<file path="src/pwo_consts.svh">
// Constants for the pulse-width output generator.
// Assumes inclusion by the package and the design modules of this block.
`ifndef PWO_CONSTS_SVH
`define PWO_CONSTS_SVH
`define PWO_CNT_W 8
`define PWO_CNT_MAX 8'hfe
`define PWO_CMP_ALWAYS_LOW 8'hff
`define PWO_CMP_ALWAYS_HIGH 8'h00
`define PWO_PRESCALE_RST 8'h00
`define PWO_COMPARE_RST 8'h00
`define PWO_VECTOR 11'h033
`define PWO_SRC_W 7
`define PWO_SRC_EXT_A 0
`define PWO_SRC_TIMER0 1
`define PWO_SRC_EXT_B 2
`define PWO_SRC_PWO 3
`define PWO_SRC_TIMER_I 4
`define PWO_SRC_SERIAL 5
`define PWO_SRC_ADC 6
`define PWO_VEC_EXT_A 11'h003
`define PWO_VEC_TIMER0 11'h00b
`define PWO_VEC_EXT_B 11'h013
`define PWO_VEC_TIMER_I 11'h01b
`define PWO_VEC_SERIAL 11'h023
`define PWO_VEC_ADC 11'h02b
`define PWO_POWER_CONTROL_REG_IDLE 0
`define PWO_POWER_CONTROL_REG_PD 1
`endif

</file>
<file path="src/pwo_pkg.sv">
// Types for the pulse-width output generator.
// Assumes the constants header is on the include path.
`include "pwo_consts.svh"
package pwo_pkg;
  typedef struct packed {
    logic [7:0] rate_prescaler_reg;
    logic [7:0] compare;
    logic output_enable_reg;
  } pwo_cfg_s;
  typedef struct packed {
    logic out;
    logic oe;
  } pwo_pin_s;
  typedef enum logic [1:0] {PWO_RUN, PWO_IDLE, PWO_PDOWN} pwo_mode_e;
endpackage : pwo_pkg

</file>
<file path="src/pwo_gen.sv">
// Pulse-width output generator with prescaler, counter and pin mux.
// Assumes configuration comes from the CPU's special function registers.
// Summary of operation
// - Dedicated 8-bit prescaler sets the rate.
// - Prescaler and counter serve only this block.
// - Counter runs 0 to 254 then wraps.
// - Output goes high on compare match.
// - Output goes low at counter wrap.
// - Compare 0 always high, 255 always low.
// - Duty programmable in 1/255 steps.
// - Enabled: pin driven with strong pull-up.
// - Disabled: pin is port I/O, counter runs.
// - Idle mode stops the generator.
// - Port pins keep latched data except output.
// - Overflow priority between ext_b and timer_i.
// - Overflow vector at location 033.
// - Disabled in reset until software enables.
// - Output high in idle/power-down; counter halts.
// - Unmasked overflow raises an interrupt.
// - Rate is fosc over (1+prescale)255.
`include "pwo_consts.svh"
module pwo_gen import pwo_pkg::*; #(
  parameter int CNT_W = `PWO_CNT_W
) (
  input wire logic i_sys_clk,
  input wire logic i_rst,
  input wire logic i_ce,
  input wire pwo_cfg_s i_cfg,
  input wire logic [1:0] i_power_control_reg,
  input wire logic i_port_latch,
  input wire logic i_irq_mask_en,
  input wire logic i_global_en,
  input wire logic [`PWO_SRC_W-1:0] i_other_req,
  input wire logic i_irq_ack,
  output pwo_pin_s o_shared_output_pin,
  output logic o_ovf_flag,
  output logic o_irq,
  output logic [10:0] o_vector,
  output logic [CNT_W-1:0] o_count
);
  // ==========================================================
  // Mode decode
  pwo_mode_e mode;
  assign mode = i_power_control_reg[`PWO_POWER_CONTROL_REG_PD] ? PWO_PDOWN :
                i_power_control_reg[`PWO_POWER_CONTROL_REG_IDLE] ? PWO_IDLE : PWO_RUN;
  wire run = i_ce && (mode == PWO_RUN);

  // ==========================================================
  // Prescaler and counter
  logic [7:0] pre_ff;
  logic [CNT_W-1:0] cnt_ff;
  logic [CNT_W-1:0] cmp_ff;
  logic wave_ff;
  logic ovf_ff;
  logic en_ff;
  wire pre_zero = (pre_ff == 8'h00);
  wire step = run && pre_zero;
  wire wrap = step && (cnt_ff == CNT_W'(`PWO_CNT_MAX));
  wire [CNT_W-1:0] nxt_cnt = wrap ? '0 : cnt_ff + CNT_W'(1);
  wire [CNT_W-1:0] cmp_use = wrap ? CNT_W'(i_cfg.compare) : cmp_ff;
  wire [CNT_W-1:0] cnt_view = wrap ? '0 : nxt_cnt;
  // Comparator on the new count: set wins over the reset at zero, so 0 is high.
  wire hit = (cnt_view == cmp_use);
  wire nxt_wave = hit ? 1'b1 : (wrap ? 1'b0 : wave_ff);

  always_ff @(posedge i_sys_clk) begin
    if (i_rst) begin
      pre_ff <= `PWO_PRESCALE_RST;
      cnt_ff <= '0;
    end else if (run) begin
      pre_ff <= pre_zero ? i_cfg.rate_prescaler_reg : pre_ff - 8'h01;
      if (step) cnt_ff <= nxt_cnt;
    end
  end

  always_ff @(posedge i_sys_clk) begin
    if (i_rst) begin
      cmp_ff <= CNT_W'(`PWO_COMPARE_RST);
      wave_ff <= 1'b0;
    end else if (step) begin
      if (wrap) cmp_ff <= CNT_W'(i_cfg.compare);
      wave_ff <= nxt_wave;
    end
  end

  // ==========================================================
  // Enable and overflow flag
  always_ff @(posedge i_sys_clk) begin
    if (i_rst) begin
      en_ff <= 1'b0;
    end else if (i_ce) begin
      en_ff <= i_cfg.output_enable_reg;
    end
  end

  always_ff @(posedge i_sys_clk) begin
    if (i_rst) begin
      ovf_ff <= 1'b0;
    end else if (i_ce) begin
      // Set wins over acknowledge so an overflow in the ack cycle stays.
      ovf_ff <= wrap | (ovf_ff & ~i_irq_ack);
    end
  end

  // ==========================================================
  // Pin mux
  wire low_power = (mode != PWO_RUN);
  wire pin_wave = low_power ? 1'b1 : wave_ff;
  assign o_shared_output_pin.out = en_ff ? pin_wave : i_port_latch;
  // Quasi-bidirectional port: only drive when enabled or the latch holds 0.
  assign o_shared_output_pin.oe = en_ff | ~i_port_latch;
  assign o_ovf_flag = ovf_ff;
  assign o_count = cnt_ff;

  // ==========================================================
  // Interrupt priority
  logic [`PWO_SRC_W-1:0] reqs;
  always_comb begin
    reqs = i_other_req;
    reqs[`PWO_SRC_PWO] = ovf_ff & i_irq_mask_en;
  end
  pwo_irq_prio u_prio (
    .i_req(reqs),
    .i_global_en(i_global_en),
    .o_irq(o_irq),
    .o_vector(o_vector)
  );
endmodule : pwo_gen

</file>
<file path="src/pwo_irq_prio.sv">
// Fixed single-level interrupt priority resolver.
// Assumes request levels are held by their sources until serviced.
`include "pwo_consts.svh"
module pwo_irq_prio import pwo_pkg::*; (
  input wire logic [`PWO_SRC_W-1:0] i_req,
  input wire logic i_global_en,
  output logic o_irq,
  output logic [10:0] o_vector
);
  // ==========================================================
  // Priority select
  wire [`PWO_SRC_W-1:0] req_ok = i_global_en ? i_req : '0;
  assign o_irq = |req_ok;
  always_comb begin
    o_vector = 11'h000;
    // Lowest first so the highest active source overwrites.
    if (req_ok[`PWO_SRC_ADC]) o_vector = `PWO_VEC_ADC;
    if (req_ok[`PWO_SRC_SERIAL]) o_vector = `PWO_VEC_SERIAL;
    if (req_ok[`PWO_SRC_TIMER_I]) o_vector = `PWO_VEC_TIMER_I;
    if (req_ok[`PWO_SRC_PWO]) o_vector = `PWO_VECTOR;
    if (req_ok[`PWO_SRC_EXT_B]) o_vector = `PWO_VEC_EXT_B;
    if (req_ok[`PWO_SRC_TIMER0]) o_vector = `PWO_VEC_TIMER0;
    if (req_ok[`PWO_SRC_EXT_A]) o_vector = `PWO_VEC_EXT_A;
  end
endmodule : pwo_irq_prio

</file>
<file path="config.mk">
export PLATFORM = sky130hd
export DESIGN_NAME = pwo_gen
export DESIGN_NICKNAME = d
export VERILOG_FILES = /design/src/pwo_pkg.sv /design/src/pwo_gen.sv /design/src/pwo_irq_prio.sv
export VERILOG_INCLUDE_DIRS = /design/src
export SDC_FILE = /design/constraint.sdc
export NUM_CORES = 1
export LEC_CHECK = 0
export BUFFER_PORTS_ARGS = -buffer_cell sky130_fd_sc_hd__buf_2
export CORE_MARGIN = 1
export CORE_UTILIZATION = 54
export DETAILED_ROUTE_END_ITERATION = 16
export PLACE_DENSITY = 0.85
export SLEW_MARGIN = 20
export SYNTH_ARGS = -nofsm -noshare
export SYNTH_HDL_FRONTEND = slang
export SYNTH_SLANG_ARGS = --single-unit
</file>
<file path="constraint.sdc">
create_clock -name i_sys_clk -period 5.95 [get_ports i_sys_clk]
set_clock_uncertainty 0.05 [all_clocks]
set_input_delay 1.19 -clock i_sys_clk [delete_from_list [all_inputs] [get_ports i_sys_clk]]
set_output_delay 1.19 -clock i_sys_clk [all_outputs]
set_load 0.02 [all_outputs]
</file>
Yosys cells after proc, flatten, opt, wreduce, memory -nomap -nowiden
Cells that the tools add are included.

operators by class
  $add $sub $neg = 2
  multipliers = 0
  div/mod/pow operators = 0
  $lt $le $gt $ge = 0
  equal/unequal tests = 2
  shifts and indexed selects = 0
  muxes and demuxes = 18
  bitwise operators = 6
  reductions and logical operators = 10

operator list
  kind                                                                 number
  6-bit two-way mux                                                    7
  8-bit two-way mux                                                    4
  8-bit by 1-bit adder with 8-bit output (second input constant)       1
  8-bit == test                                                        1
  8-bit == test (second input constant)                                1
  8-bit zero test                                                      1
  8-bit by 1-bit subtractor with 8-bit output (second input constant)  1
  7-bit two-way mux                                                    1
  7-bit OR reduction                                                   1
  1-bit two-way mux                                                    5
  2-bit AND reduction                                                  2
  2-bit nonzero test                                                   2
  1-bit logical AND                                                    3
  1-bit AND                                                            2
  2-bit zero test                                                      1
  2-bit two-way mux                                                    1
  1-bit inverter                                                       2
  1-bit bitwise OR                                                     2

word-level totals
  bits in registers = 27
  bits in latches = 0
  memory bits (writable) = 0
  bits in read-only memories = 0
  input port bits = 33
  output and inout bits = 23
  logic and storage cells = 44
  memories = 0

Depth between registers and ports, before layout
Gate-level depths: netlist (run 1).

  word-level depth = 11
  gate-level depth with buffers = 11
  depth with buffers taken out = 8

Cells and area by module
Synthesis (run 1) repeated with hierarchy kept, for this count alone.

second synthesis, totals
  cell total of the unflattened synthesis = 218
  area, all modules = 1715.4 um^2

by module, submodules not included
  module        instances  cells each  area each (um^2)  sequential area each (um^2)
  pwo_gen       1          194         1550.2            540.5
  pwo_irq_prio  1          24          165.2             0.0

Worst setup path after synthesis (run 1)
Ideal clock, no wire load.

  path type = input to output
  from = input port i_irq_mask_en
  to = output port o_vector[1]
  arrival = 2013 ps
  required time = 4710 ps
  setup slack = 2697 ps
  cell stages on the path = 3
  buffers on the path = 1
  cells stage by stage = a211oi_1 > a31oi_1 > buf_4

on the way
  cells in the longest elaborated chain, start to end = 6

RTL lines
  what                RTL line            RTL
  start: declaration  pwo_gen.sv:31       input wire logic i_irq_mask_en,
  1-bit AND           pwo_gen.sv:120      reqs[`PWO_SRC_PWO] = ovf_ff & i_irq_mask_en;
  7-bit two-way mux   pwo_irq_prio.sv:12  wire [`PWO_SRC_W-1:0] req_ok = i_global_en ? i_req : '0;
  6-bit two-way mux   pwo_irq_prio.sv:20  if (req_ok[`PWO_SRC_PWO]) o_vector = `PWO_VECTOR;
  6-bit two-way mux   pwo_irq_prio.sv:21  if (req_ok[`PWO_SRC_EXT_B]) o_vector = `PWO_VEC_EXT_B;
  6-bit two-way mux   pwo_irq_prio.sv:22  if (req_ok[`PWO_SRC_TIMER0]) o_vector = `PWO_VEC_TIMER0;
  6-bit two-way mux   pwo_irq_prio.sv:23  if (req_ok[`PWO_SRC_EXT_A]) o_vector = `PWO_VEC_EXT_A;
  end: declaration    pwo_gen.sv:38       output logic [10:0] o_vector,

Every way passes these cells.

Worst setup path after layout (run 1)
  from = input port i_irq_mask_en
  to = output port o_vector[0]

Same word-level chain as after synthesis.

==> impl_metrics.json, run 1 <==
{
  "status": "completed",
  "dr_wl_met3_um": 266,
  "ctsHtreeMaxLevel": 1,
  "num_io_pins": 56,
  "num_vias": 1797,
  "synthFlopType": "dfxtp_1",
  "syn_area_per_cell_um2": 7.40,
  "dpl.hpwl_um": 2830,
  "power_leakage_uw": 0.000761,
  "dieArea_um2": 3400,
  "cpPeakStageDelay_ns": 0.37,
  "cp_data_arrival_time_ns": 2.02,
  "ys_seq_area_share_pct": 31.6,
  "synth_common_cells": "nand2_1, a21oi_1, dfxtp_1",
  "drtPass1Iterations": 4,
  "ant_nets": 0,
  "netlist.area_leader.share_pct": 31.6,
  "dpl-instance-area_um2": 1910,
  "p_per_area_nw_per_um2": 184,
  "cts-root-buf": "clkbuf_4",
  "tns_ns": 0,
  "cp_max_fo": 3,
  "max-vdd-ir-drop_uv": 108,
  "worst_ep_required_time_ns": 4.71,
  "final_cells": 314,
  "setup_viol": 0,
  "post_cts_buffers": 0,
  "m1WireLength_um": 1800,
  "finalMaxSlewViolations": 0,
  "grt_pass1_vias": 1512,
  "fin_nets": 307,
  "maxCapViolations": 0,
  "grt_use_total_pct": 23.4,
  "worst_setup_path_start_kind": "input port",
  "area_growth_pct": 13.5,
  "yosys.area.top_type": "dfxtp_1",
  "yosysWarnings": 0,
  "via_per_inst": 5.72,
  "netlist_instances": 231,
  "synth_cell_types": 50,
  "clk_pin_slew_ns": 0.14,
  "route.met2.wl_um": 1740,
  "multi_input_area_um2": 1060,
  "overflow": 0,
  "cts_buffers": 3,
  "synth-seq-cells": 27,
  "io_buffers": 48,
  "drc": 0,
  "layout-drive-gt1-share_pct": 21.9,
  "wirelength_um": 3820,
  "drt-initial-drc-count": 61,
  "hp-class": "reg -> reg",
  "syn_area_um2": 1710,
  "clock_sinks": 27,
  "antenna_found_initial": 0,
  "rows": 20,
  "cp-end-kind": "primary output",
  "ys_top_cells_by_area": "dfxtp_1, a21oi_1, nand2_1",
  "start_util_pct": 56.5,
  "synth-edff-count": 0,
  "n_fill_cell": 287,
  "fin_crit_ns": 3.26,
  "tightest_slew_ns": 0.590,
  "slew_headroom_pct": 60.6,
  "async_flop_share_pct": 0,
  "highest_layer": "met4",
  "cts_tree": "yes",
  "grt_pass1_wl_um": 6360,
  "worstSetupPathType": "in -> out",
  "clock_path_buffers": 2,
  "wire_per_inst_um": 12.2,
  "insertion_delay_ns": 0.33,
  "ctsResizeCount": 0,
  "synthMostInstantiatedCell": "nand2_1",
  "rsz0062_at_grt": "no",
  "path_common_cell": "buf_2",
  "fin_crit_sh_pct": 54.7,
  "finalHoldViolCount": 0,
  "timing.fmax_mhz": 307,
  "path_cells": "buf_2 > a211oi_1 > a31oi_1 > buf_2",
  "cp_slowest_cell": "a211oi_1",
  "regArea_um2": 541,
  "grt_max_degree": 29,
  "die_x_um": 58.3,
  "core_region_area_um2": 3030,
  "place.gp.congestion": 0.885,
  "place_inst": 310,
  "die_height_um": 58.3,
  "cts_hold_buf": 0,
  "n_antenna_cell": 0,
  "fin_area_um2": 1940
}
-- logic make-up after synthesis --
family / count (synthesis) / synth area share (%)
AO/OA/AOI/OAI: 65 / 22.6
XOR/XNOR: 5 / 2.56
adder cells (fa/ha/maj): 3 / 2.19
buffers and inverters: 24 / 7.75
other: 1 / 0.219
multiplexers: 4 / 2.41
AND/OR/NAND/NOR: 102 / 30.7
flip-flops: 27 / 31.6
-- per-stage QoR --
stage	setup WS, ns	util, %	hold slack (ns)	power, uW
floorplan	2.70	-	0.395	259
global placement	2.55	63.2	0.409	279
detailed placement	2.53	63.2	0.418	280
CTS	2.68	64.1	0.437	359
global route	2.61	64.1	0.462	379
finish	2.69	64.1	0.437	358
-- state kept, by name (all words and copies together), names as in the netlist --
| register | count |
|---|---|
| cmp_ff | 8 |
| en_ff | 1 |
| o_count | 8 |
| o_ovf_flag | 1 |
| pre_ff | 8 |
| wave_ff | 1 |
-- placed cells by master, fill, tap and decap left out, drive strengths merged, types with 2 or more instances in the layout --
cell    instances
buf            48
nand2          37
a21oi          34
dfxtp          27
nor2           24
o21ai          11
nor3           10
inv             6
nand3           6
conb            6
clkbuf          4
a211oi          3
a31oi           3
nand2b          3
nor4            3
or3             3
o41ai           3
xnor2           3
mux2i           3
ha              3
or4             3
nand3b          2
nand4           2
and3            2
xor2            2
o22ai           2
a41oi           2
o31ai           2
or3b            2
-- critical path: cells and delay by family --
kind	cells	cell delay [ns]
AO/OA/AOI/OAI	2	0.52
buffers and inverters	2	0.30
-- worst paths after layout --
path	depth (start not counted)	start	end	slack, ns
setup / recovery	4	i_irq_mask_en	o_vector[0]	2.69
hold / removal	2	cmp_ff[6]	cmp_ff[6]	0.44
setup reg to reg	8	pre_ff[0]	wave_ff	3.27
hold reg to reg	2	cmp_ff[6]	cmp_ff[6]	0.44
-- per-layer routing --
metal / track usage, % / up-vias
met5: 0 / -
met3: 3.13 / 4
met2: 39.2 / 73
met4: 6.46 / 0
met1: 31.6 / 825
li1: - / 895
-- area by class of cell --
class,count,share of cell area (%)
Timing Repair Buffer,48,12.4
Multi-Input combinational cell,185,54.4
Inverter,6,1.16
Clock buffer,4,1.35
Sequential cell,27,27.9
Tap cell,44,2.84
-- power breakdown --
group          switching, uW  internal [uW]  total (uW)
sequential              6.02            185         191
clock                   55.3           26.3        81.5
combinational           51.3           33.8        85.1
(Power assumes the default switching activity.)
==> inputs of run 2 (changes only) <==
Settings changed: CORE_UTILIZATION 54 to 50, PLACE_DENSITY 0.85 to 0.8.
Clock period 5.95 ns to 3.35 ns, I/O delays scaled along.
==> impl_metrics.json, run 2 (synthesis gave the netlist of run 1 again) <==
{
  "wirelength_um": 3900,
  "fin_area_um2": 1950,
  "overflow": 0,
  "grt_max_degree": 29,
  "start_util_pct": 54.2,
  "core_region_area_um2": 3150,
  "cts_hold_buf": 0,
  "power_leakage_uw": 0.000766,
  "fin_nets": 308,
  "slew_headroom_pct": 62.3,
  "grt.busiest_layer": "met2",
  "num_io_pins": 56,
  "via_per_inst": 5.62,
  "clock_path_buffers": 2,
  "timing.fmax_mhz": 392,
  "worst_ep_required_time_ns": 3.52,
  "grt_use_total_pct": 23.4,
  "dpl-instance-area_um2": 1920,
  "worst_setup_path_start_kind": "register",
  "cp_slowest_cell": "or3b_4",
  "maxCapViolations": 0,
  "fin_crit_ns": 2.55,
  "cpPeakStageDelay_ns": 0.46,
  "dieArea_um2": 3660,
  "tightest_slew_ns": 0.563,
  "die_x_um": 60.5,
  "path_cells": "inv_1 > ha_1 > or3b_4 > nor3_4 > and2_1 > buf_4 > a21oi_1 > o21ai_0 > a21oi_1",
  "hp-class": "reg -> reg",
  "setup_viol": 0,
  "dpl.hpwl_um": 2900,
  "num_vias": 1769,
  "path_delay_family": "simple AND/OR/NAND/NOR gates",
  "rsz0062_at_grt": "no",
  "ant_nets": 0,
  "clock_sinks": 27,
  "worstSetupPathType": "reg -> reg",
  "max-vdd-ir-drop_uv": 175,
  "insertion_delay_ns": 0.33,
  "cts-root-buf": "clkbuf_4",
  "wire_per_inst_um": 12.4,
  "ctsHtreeMaxLevel": 1,
  "crit_cells": 9,
  "rr_worst_depth": 9,
  "drc": 0,
  "p_per_area_nw_per_um2": 327,
  "critPathBufInv": 2,
  "grt_pass1_wl_um": 6550,
  "cp-end-kind": "register",
  "cts_tree": "yes",
  "final_common_cell": "buf_2",
  "cp_data_arrival_time_ns": 2.72,
  "min_path_cells": 2,
  "place_inst": 311,
  "place_ws_ns": 0.583,
  "antenna_found_initial": 0,
  "postLayoutSetupSlackWorst_ns": 0.801,
  "drt-initial-drc-count": 69,
  "n_antenna_cell": 0,
  "grt_util_met3_pct": 2.35,
  "finalHoldViolCount": 0,
  "area_growth_pct": 14.1,
  "multi_input_area_um2": 1060,
  "cp_max_fo": 10,
  "finalMaxSlewViolations": 0,
  "post_cts_buffers": 0,
  "place.gp.congestion": 0.886,
  "layout-drive-gt1-share_pct": 22.5,
  "clk_pin_slew_ns": 0.16,
  "drtPass1Iterations": 4,
  "grt_pass1_vias": 1527,
  "n_fill_cell": 321,
  "io_buffers": 48,
  "status": "completed",
  "regArea_um2": 541,
  "tns_ns": 0,
  "use_met1_pct": 32.9,
  "fin_crit_sh_pct": 76.1,
  "cts_buffers": 3,
  "rows": 20,
  "layout_common_cells": "buf_2, nand2_1, a21oi_1, dfxtp_1, nor2_1",
  "grt_use_met2_pct": 37.7,
  "path_common_cell": "a21oi_1",
  "final_cells": 315,
  "ctsResizeCount": 0,
  "die_height_um": 60.5
}
run 2: cell types whose count changed in the layout (fill, tap and decap cells not counted), sizes merged:
cell and change:
clkbuf -1, clkinvlp +1, buf +1
run 2: final cells by class:
type                    instances  share of cell area (%)
well taps                      44                    2.82
multi-input cells             185                    54.1
inverters                       6                    1.15
clock inverters                 1                   0.385
repair buffers                 49                    12.7
clock buffers                   3                    1.15
flip-flops and latches         27                    27.7
run 2: worst paths after layout:
path | endpoint | start | slack, ns
min reg2reg | cmp_ff[3] | cmp_ff[3] | 0.43
max | o_count[6] | pre_ff[0] | 0.80
min | cmp_ff[3] | cmp_ff[3] | 0.43
max reg2reg | o_count[6] | pre_ff[0] | 0.80
run 2: report_power, final:
| part | switching [uW] | internal [uW] |
|---|---|---|
| Clock | 100 | 45.7 |
| Sequential | 10.6 | 329 |
| Combinational | 92.2 | 60.2 |
| Total | 203 | 435 |
run 2: per-layer routing:
layer | part of all wire (%) | routed length [um]
met5 | 0 | 0
met4 | 1.6 | 63
met3 | 7.6 | 298
met2 | 44 | 1700
met1 | 47 | 1840
run 2: worst min-delay path, cell delays in order, from the launching register on:
cell	delay [ns]
dfxtp_1	0.35
nand2_1	0.06
a21oi_1	0.05
run 2: through the flow:
stage	hold slack, ns	util [%]	total power [uW]
after floorplan	0.395	-	460
after global placement	0.411	61.0	496
after detailed placement	0.419	61.0	498
after CTS	0.439	61.9	645
after global routing	0.476	61.9	683
final	0.434	61.9	638
==> inputs of run 3 (changes only) <==
Settings changed: CORE_UTILIZATION 50 to 45, PLACE_DENSITY 0.8 to 0.76.
Clock period 3.35 ns to 2.05 ns, I/O delays scaled along.
==> impl_metrics.json, run 3 (synthesis gave the netlist of run 1 again) <==
{
  "status": "finished, violations left",
  "violations": "design-rule violations",
  "grt_pass1_vias": 1698,
  "core_region_area_um2": 3660,
  "fin_crit_ns": 1.99,
  "ctsHtreeMaxLevel": 1,
  "grt_pass1_wl_um": 6980,
  "timing.fmax_mhz": 503,
  "final_common_cell": "buf_2",
  "fin_crit_sh_pct": 96.9,
  "via_per_inst": 5.46,
  "seqPwrFrac_pct": 47.0,
  "num_vias": 1888,
  "place_ws_ns": -0.0443,
  "p_sw_share_pct": 29.7,
  "tightest_slew_ns": 0.650,
  "maxCapViolations": 0,
  "die_x_um": 63.7,
  "layout_common_cells": "buf_2, nand2_1, a21oi_1, buf_4, nor2_1",
  "power_leakage_uw": 0.000940,
  "io_buffers": 48,
  "finalMaxSlewViolations": 0,
  "drtPass1Iterations": 11,
  "overflow": 0,
  "layout-drive-gt1-share_pct": 33.6,
  "start_util_pct": 46.7,
  "area_growth_pct": 32.0,
  "hp-class": "in -> reg",
  "grt_max_degree": 21,
  "worst_setup_path_start_kind": "register",
  "drc": 1,
  "n_antenna_cell": 0,
  "dieArea_um2": 4050,
  "grt_use_total_pct": 21.2,
  "setup_viol": 0,
  "p_comb_share_pct": 27.2,
  "clock_path_buffers": 2,
  "cts-root-buf": "clkbuf_8",
  "cp-end-kind": "register",
  "power.share.clock_pct": 25.9,
  "fin_nets": 335,
  "rsz0062_at_grt": "yes",
  "p_sw_uw": 349,
  "wirelength_um": 4310,
  "finalHoldViolCount": 0,
  "ant_nets": 0,
  "drt-initial-drc-count": 73,
  "rows": 22,
  "n_fill_cell": 338,
  "slew_headroom_pct": 56.3,
  "clock_sinks": 27,
  "die_height_um": 63.7,
  "worst_ep_required_time_ns": 2.20,
  "postLayoutSetupSlackWorst_ns": 0.0638,
  "cts_tree": "yes",
  "internal-power_uw": 826,
  "utilization_pct": 61.7,
  "max-vdd-ir-drop_uv": 256,
  "worstSetupPathType": "reg -> reg",
  "cts_buffers": 3,
  "dpl.hpwl_um": 3390,
  "wire_per_inst_um": 12.5,
  "insertion_delay_ns": 0.27,
  "place.gp.congestion": 0.892,
  "cp_data_arrival_time_ns": 2.14,
  "p_per_area_nw_per_um2": 520,
  "cp_max_fo": 5,
  "clk_pin_slew_ns": 0.09,
  "num_io_pins": 56,
  "antenna_found_initial": 0,
  "post_cts_buffers": 0
}
-- run 3: worst paths after layout --
check,endpoint,slack [ns],start,cells past startpoint
worst max register to register,wave_ff,0.06,pre_ff[0],8
worst min-delay path,en_ff,0.32,i_cfg[0],3
worst max-delay path,wave_ff,0.06,pre_ff[0],8
worst min register to register,pre_ff[5],0.43,pre_ff[5],1
-- run 3: timing repair --
item,4_1_cts,5_1_grt
endpoints found under the setup margin,1,14
hold endpoints to repair,0,0
gates resized for setup,1,19
pin swaps,0,4
hold buffers,0,0
-- run 3: layout make-up --
class / count / area [um^2] / share of cell area [%]
multi-input combinational: 185 / 1120 / 49.8
sequential: 27 / 549 / 24.3
timing repair buffer: 76 / 458 / 20.3
tap: 48 / 60.1 / 2.66
clock buffer: 4 / 45.0 / 1.99
inverter: 6 / 22.5 / 0.997
-- run 3: worst max-delay path: stages (launching register included) --
cell	delay, ns
dfxtp_1	0.35
inv_1	0.05
ha_1	0.20
or3b_4	0.29
nor3_4	0.05
and2_4	0.20
o41ai_4	0.41
a41oi_2	0.15
a21oi_1	0.16
-- run 3: per-stage QoR --
step | setup TNS, ns | power (uW) | cells | hold slack (ns) | area, um^2
finish | 0 | 1180 | 346 | 0.321 | 2260
CTS | 0 | 1170 | 346 | 0.324 | 2180
floorplan | 0 | 752 | 236 | 0.395 | 1740
global placement | -0.0117 | 864 | 342 | 0.409 | 2140
detailed placement | -0.0443 | 869 | 342 | 0.420 | 2140
global route | -0.0294 | 1250 | 346 | 0.333 | 2260
-- run 3: power by group through the flow --
stage / registers [uW] / logic, uW / clock network, uW
finish: 552 / 319 / 304
CTS: 551 / 307 / 315
global route: 555 / 349 / 347
floorplan: 563 / 189 / 0
detailed placement: 563 / 306 / 0
global placement: 563 / 301 / 0
-- run 3: metal layers --
metal / vias up / routed length, um / GRT usage, %
li1: 951 / - / -
met1: 863 / 2010 / 26.3
met2: 71 / 2030 / 37.4
met3: 3 / 259 / 3.80
met4: 0 / 9 / 4.83
met5: - / 0 / 0
